<file path="src/rtl/mcl_pkg.sv">
// Package: register map, field positions and constants for the main configuration register block
package mcl_pkg;
    localparam int          MCL_DATA_W         = 32;
    localparam int          MCL_ADDR_W         = 8;
    // Register byte addresses
    localparam logic [7:0]  MCL_CFG_OFF        = 8'h00;
    localparam logic [7:0]  MCL_IRQ_STAT_OFF   = 8'h04;
    localparam logic [7:0]  MCL_IRQ_MASK_OFF   = 8'h08;
    localparam logic [7:0]  MCL_DEFER_CNT_OFF  = 8'h0C;
    localparam logic [7:0]  MCL_STATUS_OFF     = 8'h10;
    // Configuration bit positions
    localparam int          MCL_BIT_BIG_ENDIAN = 0;
    localparam int          MCL_BIT_RSVD1      = 1;
    localparam int          MCL_BIT_BOOT_ROM_DISABLE   = 2;
    localparam int          MCL_BIT_PAR_ACT    = 3;
    localparam int          MCL_BIT_DEFER_DIS  = 4;
    localparam int          MCL_BIT_WIN_SEL    = 5;
    localparam int          MCL_BIT_SINGLE_BO  = 6;
    localparam int          MCL_BIT_REQ_POL    = 7;
    localparam int          MCL_BIT_LEGACY     = 8;
    localparam int          MCL_BIT_INTERNAL_PHY_DISABLE    = 9;
    localparam int          MCL_BIT_PHY_RST    = 10;
    localparam int          MCL_BIT_EXTERNAL_PHY_SELECT    = 12;
    localparam logic [31:0] MCL_CFG_WMASK      = 32'h0000_17FD;
    localparam logic [31:0] MCL_CFG_RESET      = 32'h0000_0000;
    // Interrupt status bit positions
    localparam int          MCL_IRQ_PARITY     = 0;
    localparam int          MCL_IRQ_DEFER      = 1;
    localparam int          MCL_IRQ_W          = 2;
    localparam logic [1:0]  MCL_IRQ_RESET      = 2'h0;
    // Descriptor word counts
    localparam logic [2:0]  MCL_DESC_WORDS_LEG = 3'h4;
    localparam logic [2:0]  MCL_DESC_WORDS_NEW = 3'h3;
    localparam logic [1:0]  MCL_FRAG_WORD_IDX  = 2'h2;
    localparam int          MCL_SLOT_BITS      = 512;
    localparam int          MCL_CNT_W          = 16;
endpackage

</file>
<file path="src/rtl/mcl_cfg_if.sv">
// Interface: configuration fields passed from the register file to the steering logic
`timescale 1ns/1ps
interface mcl_cfg_if;
    logic phy_reset;
    logic internal_phy_disable;
    logic legacy_descriptor_compat;
    logic bus_request_policy;
    logic single_backoff;
    logic window_timer_select;
    logic deferral_timer_disable;
    logic parity_action_select;
    logic boot_rom_disable;
    logic big_endian_master;
    logic external_phy_select;
    modport regs  (output phy_reset, internal_phy_disable, legacy_descriptor_compat, bus_request_policy,
                   single_backoff, window_timer_select, deferral_timer_disable, parity_action_select,
                   boot_rom_disable, big_endian_master, external_phy_select);
    modport steer (input  phy_reset, internal_phy_disable, legacy_descriptor_compat, bus_request_policy,
                   single_backoff, window_timer_select, deferral_timer_disable, parity_action_select,
                   boot_rom_disable, big_endian_master, external_phy_select);
endinterface : mcl_cfg_if

</file>
<file path="src/rtl/mcl_swap.sv">
// Byte order converter for bus-master data moves
`timescale 1ns/1ps
module mcl_swap
    import mcl_pkg::*;
(
    input  wire logic                  big_endian,
    input  wire logic [MCL_DATA_W-1:0] data_in,
    output logic      [MCL_DATA_W-1:0] data_out
);
    wire logic [MCL_DATA_W-1:0] swapped;
    assign swapped  = {data_in[7:0], data_in[15:8], data_in[23:16], data_in[31:24]};
    assign data_out = big_endian ? swapped : data_in;
endmodule // mcl_swap

</file>
<file path="src/rtl/mcl_top.sv">
// Main configuration register (low control bits) with APB access and steering outputs
//
// Overview of operation
// - While the phy reset bit is set the internal phy is held in reset, and the bit stays set until software clears it.
// - When the internal phy disable bit is one the internal phy is forced to its low-power state.
// - With the legacy bit set a descriptor fetch reads four words and the fragment count field is ignored.
// - With the legacy bit clear a descriptor fetch reads three words and the third word is the fragment pointer.
// - The bus request policy bit selects aggressive requests at zero and conservative requests at one.
// - With single back-off set the transmitter backs off exactly one slot time, otherwise it uses random back-off.
// - With window timer select at zero the out-of-window timer starts its 512-bit slot count after the delimiter.
// - With window timer select at one the out-of-window timer starts at the first preamble bit.
// - With the deferral timer disabled no transmit error is reported for excessive deferral.
// - With the deferral timer disabled the deferral status flag stays clear and the deferral counter does not count.
// - A bus-master data parity error raises the system error unless the parity action bit is one.
// - When the boot ROM disable bit is one all boot ROM interface activity is stopped.
// - When the big endian bit is set bus-master data transfers use big-endian byte order.
// - The big endian bit never changes the byte order of register accesses.
// - Setting the external phy select bit enables the media independent interface and sets the phy disable bit.
`timescale 1ns/1ps
module mcl_top
    import mcl_pkg::*;
#(
    parameter int CNT_W = MCL_CNT_W
) (
    input  wire logic                  pclk,
    input  wire logic                  presetn,
    // APB slave
    input  wire logic                  psel,
    input  wire logic                  penable,
    input  wire logic                  pwrite,
    input  wire logic [MCL_ADDR_W-1:0] paddr,
    input  wire logic [MCL_DATA_W-1:0] pwdata,
    output logic      [MCL_DATA_W-1:0] prdata,
    output logic                       pready,
    output logic                       pslverr,
    // Events from the neighbouring units
    input  wire logic                  master_parity_err,
    input  wire logic                  excess_deferral_evt,
    input  wire logic                  master_active,
    input  wire logic [MCL_DATA_W-1:0] master_data_in,
    input  wire logic                  rx_sfd_seen,
    input  wire logic                  rx_preamble_start,
    input  wire logic                  boot_rom_req,
    // Steering outputs
    output logic                       phy_reset_out,
    output logic                       phy_low_power,
    output logic                       mii_enable,
    output logic [2:0]                 desc_fetch_words,
    output logic                       desc_frag_count_ignore,
    output logic [1:0]                 desc_frag_ptr_word,
    output logic                       bus_req_conservative,
    output logic                       backoff_single_slot,
    output logic                       window_timer_start,
    output logic                       tx_deferral_error,
    output logic                       excessive_deferral_status,
    output logic [CNT_W-1:0]           deferral_overrun_counter,
    output logic                       serr_req,
    output logic                       boot_rom_enable,
    output logic                       boot_rom_grant,
    output logic [MCL_DATA_W-1:0]      master_data_out,
    output logic                       irq
);
    mcl_cfg_if cfg ();

    logic [MCL_DATA_W-1:0] cfg_q;
    logic [MCL_IRQ_W-1:0]  stat_q;
    logic [MCL_IRQ_W-1:0]  mask_q;
    logic [CNT_W-1:0]      defer_cnt_q;
    logic                  defer_flag_q;

    // APB decode: zero-wait, one access cycle
    wire logic                  acc;
    wire logic                  wr;
    wire logic                  rd;
    wire logic                  hit_cfg;
    wire logic                  hit_stat;
    wire logic                  hit_mask;
    wire logic                  hit_cnt;
    wire logic                  hit_sts;
    wire logic                  mapped;
    assign acc      = psel && penable;
    assign wr       = acc && pwrite;
    assign rd       = acc && !pwrite;
    assign hit_cfg  = (paddr == MCL_CFG_OFF);
    assign hit_stat = (paddr == MCL_IRQ_STAT_OFF);
    assign hit_mask = (paddr == MCL_IRQ_MASK_OFF);
    assign hit_cnt  = (paddr == MCL_DEFER_CNT_OFF);
    assign hit_sts  = (paddr == MCL_STATUS_OFF);
    assign mapped   = hit_cfg || hit_stat || hit_mask || hit_cnt || hit_sts;

    // Config write: external phy select forces the phy disable bit as well
    wire logic [MCL_DATA_W-1:0] cfg_wval;
    wire logic [MCL_DATA_W-1:0] cfg_d;
    assign cfg_wval = pwdata & MCL_CFG_WMASK;
    assign cfg_d    = cfg_wval | (MCL_DATA_W'(cfg_wval[MCL_BIT_EXTERNAL_PHY_SELECT]) << MCL_BIT_INTERNAL_PHY_DISABLE);

    // Field fan-out
    assign cfg.phy_reset                = cfg_q[MCL_BIT_PHY_RST];
    assign cfg.internal_phy_disable     = cfg_q[MCL_BIT_INTERNAL_PHY_DISABLE];
    assign cfg.legacy_descriptor_compat = cfg_q[MCL_BIT_LEGACY];
    assign cfg.bus_request_policy       = cfg_q[MCL_BIT_REQ_POL];
    assign cfg.single_backoff           = cfg_q[MCL_BIT_SINGLE_BO];
    assign cfg.window_timer_select      = cfg_q[MCL_BIT_WIN_SEL];
    assign cfg.deferral_timer_disable   = cfg_q[MCL_BIT_DEFER_DIS];
    assign cfg.parity_action_select     = cfg_q[MCL_BIT_PAR_ACT];
    assign cfg.boot_rom_disable         = cfg_q[MCL_BIT_BOOT_ROM_DISABLE];
    assign cfg.big_endian_master        = cfg_q[MCL_BIT_BIG_ENDIAN];
    assign cfg.external_phy_select      = cfg_q[MCL_BIT_EXTERNAL_PHY_SELECT];

    // Event qualification
    wire logic                  par_evt;
    wire logic                  defer_evt;
    wire logic [MCL_IRQ_W-1:0]  evt_vec;
    wire logic [MCL_IRQ_W-1:0]  stat_d;
    assign par_evt   = master_parity_err && master_active;
    assign defer_evt = excess_deferral_evt && !cfg.deferral_timer_disable;
    assign evt_vec   = {defer_evt, par_evt};
    // Set wins over a write-one clear in the same cycle
    assign stat_d    = (stat_q & ~((wr && hit_stat) ? pwdata[MCL_IRQ_W-1:0] : MCL_IRQ_RESET)) | evt_vec;

    // Descriptor format selection
    wire logic [2:0]            words_d;
    assign words_d = cfg.legacy_descriptor_compat ? MCL_DESC_WORDS_LEG : MCL_DESC_WORDS_NEW;

    // Out-of-window timer start point
    wire logic                  win_start_d;
    assign win_start_d = cfg.window_timer_select ? rx_preamble_start : rx_sfd_seen;

    // Bus-master data byte order; register reads never pass through here
    wire logic [MCL_DATA_W-1:0] swapped;
    mcl_swap u_swap (
        .big_endian (cfg.big_endian_master),
        .data_in    (master_data_in),
        .data_out   (swapped)
    );

    // Read mux, plain little-endian register view
    wire logic [MCL_DATA_W-1:0] rdata_d;
    wire logic [MCL_DATA_W-1:0] status_word;
    wire logic                  irq_d_w;
    assign irq_d_w = |(stat_d & mask_q);
    assign status_word = {{(MCL_DATA_W-3){1'b0}}, defer_flag_q, irq_d_w, cfg.phy_reset};
    assign rdata_d = hit_cfg  ? (cfg_q & MCL_CFG_WMASK) :
                     hit_stat ? MCL_DATA_W'(stat_q) :
                     hit_mask ? MCL_DATA_W'(mask_q) :
                     hit_cnt  ? MCL_DATA_W'(defer_cnt_q) :
                     hit_sts  ? status_word :
                     32'h0000_0000;

    // Registers
    always_ff @(posedge pclk or negedge presetn) begin
        if (!presetn) begin
            cfg_q <= MCL_CFG_RESET;
        end else if (wr && hit_cfg) begin
            cfg_q <= cfg_d;
        end
    end

    always_ff @(posedge pclk or negedge presetn) begin
        if (!presetn) begin
            stat_q <= MCL_IRQ_RESET;
        end else begin
            stat_q <= stat_d;
        end
    end

    always_ff @(posedge pclk or negedge presetn) begin
        if (!presetn) begin
            mask_q <= MCL_IRQ_RESET;
        end else if (wr && hit_mask) begin
            mask_q <= pwdata[MCL_IRQ_W-1:0];
        end
    end

    // Deferral flag and counter stay idle while the timer is disabled
    // Saturates rather than wraps, so a long burst never reads back as a small count
    always_ff @(posedge pclk or negedge presetn) begin
        if (!presetn) begin
            defer_cnt_q <= '0;
        end else if (defer_evt && defer_cnt_q != '1) begin
            defer_cnt_q <= defer_cnt_q + 1'b1;
        end
    end

    always_ff @(posedge pclk or negedge presetn) begin
        if (!presetn) begin
            defer_flag_q <= 1'b0;
        end else if (defer_evt) begin
            defer_flag_q <= 1'b1;
        end else if (wr && hit_stat && pwdata[MCL_IRQ_DEFER]) begin
            defer_flag_q <= 1'b0;
        end
    end

    // APB outputs: no wait states, unmapped addresses answer with an error
    wire logic                  setup_ph;
    assign setup_ph = psel && !penable;

    always_ff @(posedge pclk or negedge presetn) begin
        if (!presetn) begin
            pready <= 1'b0;
        end else begin
            pready <= setup_ph;
        end
    end

    always_ff @(posedge pclk or negedge presetn) begin
        if (!presetn) begin
            pslverr <= 1'b0;
        end else begin
            pslverr <= setup_ph && !mapped;
        end
    end

    // Read data is captured in the setup cycle and held until the next read
    always_ff @(posedge pclk or negedge presetn) begin
        if (!presetn) begin
            prdata <= '0;
        end else if (setup_ph && !pwrite) begin
            prdata <= rdata_d;
        end
    end

    // Registered steering outputs, one short process per pin so each reset value sits by its update
    always_ff @(posedge pclk or negedge presetn) begin
        if (!presetn) begin
            phy_reset_out <= 1'b0;
        end else begin
            phy_reset_out <= cfg.phy_reset;
        end
    end

    always_ff @(posedge pclk or negedge presetn) begin
        if (!presetn) begin
            phy_low_power <= 1'b0;
        end else begin
            phy_low_power <= cfg.internal_phy_disable;
        end
    end

    always_ff @(posedge pclk or negedge presetn) begin
        if (!presetn) begin
            mii_enable <= 1'b0;
        end else begin
            mii_enable <= cfg.external_phy_select;
        end
    end

    always_ff @(posedge pclk or negedge presetn) begin
        if (!presetn) begin
            desc_fetch_words <= MCL_DESC_WORDS_NEW;
        end else begin
            desc_fetch_words <= words_d;
        end
    end

    always_ff @(posedge pclk or negedge presetn) begin
        if (!presetn) begin
            desc_frag_count_ignore <= 1'b0;
        end else begin
            desc_frag_count_ignore <= cfg.legacy_descriptor_compat;
        end
    end

    always_ff @(posedge pclk or negedge presetn) begin
        if (!presetn) begin
            desc_frag_ptr_word <= MCL_FRAG_WORD_IDX;
        end else begin
            desc_frag_ptr_word <= MCL_FRAG_WORD_IDX;
        end
    end

    always_ff @(posedge pclk or negedge presetn) begin
        if (!presetn) begin
            bus_req_conservative <= 1'b0;
        end else begin
            bus_req_conservative <= cfg.bus_request_policy;
        end
    end

    always_ff @(posedge pclk or negedge presetn) begin
        if (!presetn) begin
            backoff_single_slot <= 1'b0;
        end else begin
            backoff_single_slot <= cfg.single_backoff;
        end
    end

    always_ff @(posedge pclk or negedge presetn) begin
        if (!presetn) begin
            window_timer_start <= 1'b0;
        end else begin
            window_timer_start <= win_start_d;
        end
    end

    always_ff @(posedge pclk or negedge presetn) begin
        if (!presetn) begin
            tx_deferral_error <= 1'b0;
        end else begin
            tx_deferral_error <= defer_evt;
        end
    end

    always_ff @(posedge pclk or negedge presetn) begin
        if (!presetn) begin
            serr_req <= 1'b0;
        end else begin
            serr_req <= par_evt && !cfg.parity_action_select;
        end
    end

    always_ff @(posedge pclk or negedge presetn) begin
        if (!presetn) begin
            boot_rom_enable <= 1'b0;
        end else begin
            boot_rom_enable <= !cfg.boot_rom_disable;
        end
    end

    always_ff @(posedge pclk or negedge presetn) begin
        if (!presetn) begin
            boot_rom_grant <= 1'b0;
        end else begin
            boot_rom_grant <= boot_rom_req && !cfg.boot_rom_disable;
        end
    end

    always_ff @(posedge pclk or negedge presetn) begin
        if (!presetn) begin
            master_data_out <= '0;
        end else if (master_active) begin
            master_data_out <= swapped;
        end
    end

    always_ff @(posedge pclk or negedge presetn) begin
        if (!presetn) begin
            irq <= 1'b0;
        end else begin
            irq <= irq_d_w;
        end
    end

    assign excessive_deferral_status = defer_flag_q;
    assign deferral_overrun_counter  = defer_cnt_q;
endmodule // mcl_top

</file>
<file path="config.mk">
export PLATFORM = sky130hd
export DESIGN_NAME = mcl_top
export DESIGN_NICKNAME = d
export VERILOG_FILES = /design/src/rtl/mcl_pkg.sv /design/src/rtl/mcl_cfg_if.sv /design/src/rtl/mcl_swap.sv /design/src/rtl/mcl_top.sv
export SDC_FILE = /design/constraint.sdc
export NUM_CORES = 1
export LEC_CHECK = 0
export BUFFER_PORTS_ARGS = -buffer_cell sky130_fd_sc_hd__buf_4
export CELL_PAD_IN_SITES_DETAIL_PLACEMENT = 0
export CELL_PAD_IN_SITES_GLOBAL_PLACEMENT = 1
export CORE_AREA = 4 4 111 113
export CTS_BUF_LIST = sky130_fd_sc_hd__clkbuf_16
export DETAILED_ROUTE_END_ITERATION = 8
export DIE_AREA = 0 0 115 117
export GPL_TIMING_DRIVEN = 0
export PLACE_DENSITY_LB_ADDON = 0.2
export SYNTH_ARGS = -nofsm -noshare
export SYNTH_HDL_FRONTEND = slang
export SYNTH_SLANG_ARGS = --single-unit
</file>
<file path="constraint.sdc">
create_clock -name pclk -period 2.6 [get_ports pclk]
set_input_delay 0.78 -clock pclk [delete_from_list [all_inputs] [get_ports pclk]]
set_output_delay 0.78 -clock pclk [all_outputs]
set_load 0.03 [all_outputs]
</file>
==> summary.md <==
| Metric | Value |
|---|---|
| Final setup fails | `0` |
| Netlist cell types | `52` |
| CTS tree | `built` |
| Yosys top cell area share | `54.7%` |
| Seq cells post-synth | `95` |
| Placed cells | `683` |
| Reg clk slew, reported paths | `0.07 ns` |
| Sequential fraction of the synthesis area | `55.3%` |
| Postcts setup bufs | `0` |
| WS Path Type | `in2reg` |
| Count leader, synth | `dfrtp_1` |
| Clock tree buffer depth | `2` |
| Slew Viols, Final | `0` |
| Mean number of vias per cell | `4.84` |
| H-tree Lvls | `3` |
| Synth Flop Type | `dfrtp_1` |
| Die ar. | `0.0135 mm^2` |
| Post_cts resized | `0` |
| Hold Worst Slack | `0.412 ns` |
| Leakage Power | `2.91 nW` |
| Worst Clk Skew | `0.00512 ns` |
| Data required, critical path | `2.83 ns` |
| Hold Vio Cnt, Final | `0` |
| Final Net Count | `635` |
| DP Wirelength | `8.45 mm` |
| Clk sinks | `95` |
| Global route total overflow | `0` |
| Worst-margin pin slew | `1.18 ns` |
| Largest net degree at the start of global routing | `96` |
| Worst skew pair latency | `0.34 ns` |
| Vias in the first global route | `3355` |
| # fillers | `1050` |
| Critical Path Sink Type | `flop` |
| Max frequency | `490 MHz` |
| Synth area leader | `dfrtp_1` |
| Effective utilization at floorplan | `38.0%` |
| DR vias | `3385` |
| Status | `complete, no violations` |
| Number of antenna violations at the first check in global routing | `0` |
| Synth Area per Inst | `11.3 um^2` |
| CP max FO | `10` |
| Unrepaired setup endpoints after global routing | `false` |
| Synth area leaders | `dfrtp_1 (55%), mux2i_1 (7.9%), a21oi_1 (4.5%)` |
| GPL Wtd Cong | `0.781` |
| Ys Warns | `0` |
| I/O pin total | `183` |
| Core footprint | `0.0113 mm^2` |
| First-pass GRT wire length | `17.3 mm` |
| Drt total wl | `11.2 mm` |
| CTS Hold Bufs | `0` |
| Number of DRC violations after detailed-routing iteration 0 | `188` |
| # diodes | `0` |
| DIE WIDTH | `115 um` |
| CTS buffer count | `9` |
| Max IR drop VDD | `0.589 mV` |
| Residual DRC count | `0` |
| Commonest cells in the synthesized netlist | `dfrtp_1 (94), nor2_1 (42), a21oi_1 (39), mux2i_1 (34), buf_4 (21)` |
| CP arrival | `2.27 ns` |
| Aggregate global-route resource usage | `16.5%` |
| Layout area overhead | `36.7%` |
| Max_cap viols | `0` |
| Period utilization | `78.4%` |
| Fin cells | `699` |
| Worst slew margin | `21.1%` |
| Synthesized area | `0.00430 mm^2` |
| TNS Setup | `0 ns` |
| Port buffer count | `143` |
| Worst hold path type | `reg2reg` |
| ANT nets after route | `0` |
| EDFF count, synth | `0` |
| # rows | `39` |
| P per Cell Area | `634 mW/mm^2` |
| Share of cells above drive strength 1 | `37.8%` |
| Root Buffer | `clkbuf_16` |
| CP Launch Type | `input pin` |
| Mapped Cells | `381` |
| Routed WL per cell | `16.1 um` |
| DIE HEIGHT | `117 um` |
| Detailed Routing Iterations Pass 1 | `5` |
| Post-synth ARST share | `100%` |
| Post-layout min period | `2.04 ns` |
## flip-flops by register name (all words and copies together) (netlist names), 2 cells and up
register,cells
master_data_out,32
deferral_overrun_counter,16
prdata,16
cfg_q,11
desc_fetch_words,2
mask_q,2
stat_q,2
## cells by family (layout without fill, tap and decap cells)
family          after synthesis  count (layout)  synth area share [%]
buf+inv                      54             213                  6.89
other cells                   2              18                 0.174
fa+ha+maj                     1               1                 0.291
xor+xnor                     12              12                  2.44
compound gates               72              72                  10.6
mux                          47              47                  12.0
flops                        95              95                  55.3
simple gates                 98              98                  12.3
## per-stage QoR
stage	util, %	area, um^2	setup slack [ns]	power [W]
CTS	52.0	5880	0.557	0.00377
global placement	49.6	5620	0.189	0.00256
global route	52.0	5880	0.423	0.00390
floorplan	-	4360	0.631	0.00219
detailed placement	49.6	5620	0.207	0.00257
finish	52.0	5880	0.561	0.00373
## area by class of cell
cell class / count / area [um^2] / area share (%)
buffer: 38 / 236 / 4.02
clock buffer: 9 / 225 / 3.83
clock inverter: 7 / 40.0 / 0.681
inverter: 16 / 60.1 / 1.02
multi-input combinational: 248 / 1690 / 28.7
sequential: 95 / 2380 / 40.4
tap: 143 / 179 / 3.04
timing repair buffer: 143 / 1070 / 18.3
## path summary, 6_finish.rpt
check | start | end | slack (ns) | depth (start not counted)
max | paddr[4] | prdata[0]$_DFFE_PN0P_ | 0.56 | 6
min | cfg_q[7]$_DFFE_PN0P_ | bus_req_conservative$_DFF_PN0_ | 0.41 | 0
max reg2reg | deferral_overrun_counter[12]$_DFFE_PN0P_ | deferral_overrun_counter[1]$_DFFE_PN0P_ | 0.77 | 5
min reg2reg | cfg_q[7]$_DFFE_PN0P_ | bus_req_conservative$_DFF_PN0_ | 0.41 | 0
max in group asynchronous | presetn | deferral_overrun_counter[4]$_DFFE_PN0P_ | 1.17 | 1
min in group asynchronous | presetn | master_data_out[4]$_DFFE_PN0P_ | 0.68 | 1
## critical path, cell delays in order
cell,delay [ns]
buf_4,0.14
nor4_2,0.34
nand2_2,0.16
nor4_4,0.59
nor2b_1,0.21
a21oi_1,0.05
## layout by cell type (no fill, tap or decap), types with 3 or more instances in the layout
| cell type | instances |
|---|---|
| dfrtp_1 | 94 |
| buf_4 | 164 |
| nand3_1 | 4 |
| a21oi_1 | 39 |
| mux2_4 | 8 |
| clkinv_2 | 4 |
| nand2_1 | 16 |
| a21o_1 | 3 |
| nor2_1 | 42 |
| a222oi_1 | 9 |
| buf_2 | 6 |
| nor2b_1 | 6 |
| conb_1 | 18 |
| clkbuf_1 | 10 |
| clkbuf_16 | 9 |
| xnor2_1 | 8 |
| xor2_1 | 4 |
| mux2i_1 | 34 |
| nand4_1 | 3 |
| inv_1 | 16 |
| and3_1 | 3 |
| o21ai_0 | 7 |
| mux2_2 | 3 |
| a22o_1 | 5 |
## power breakdown
group / switching [W] / total, W / internal, W
combinational: 0.000484 / 0.000804 / 0.000320
clock: 0.000547 / 0.00119 / 0.000639
sequential: 0.000146 / 0.00174 / 0.00159
## per-layer routing
| metal | up-vias | wire (um) | global-route usage, % |
|---|---|---|---|
| met4 | 0 | 153 | 5.95 |
| met2 | 121 | 5320 | 26.9 |
| met5 | - | 0 | 0 |
| met3 | 12 | 885 | 3.80 |
| li1 | 1645 | - | - |
| met1 | 1607 | 4880 | 21.6 |
No activity file was read; power rests on OpenSTA's default activity.
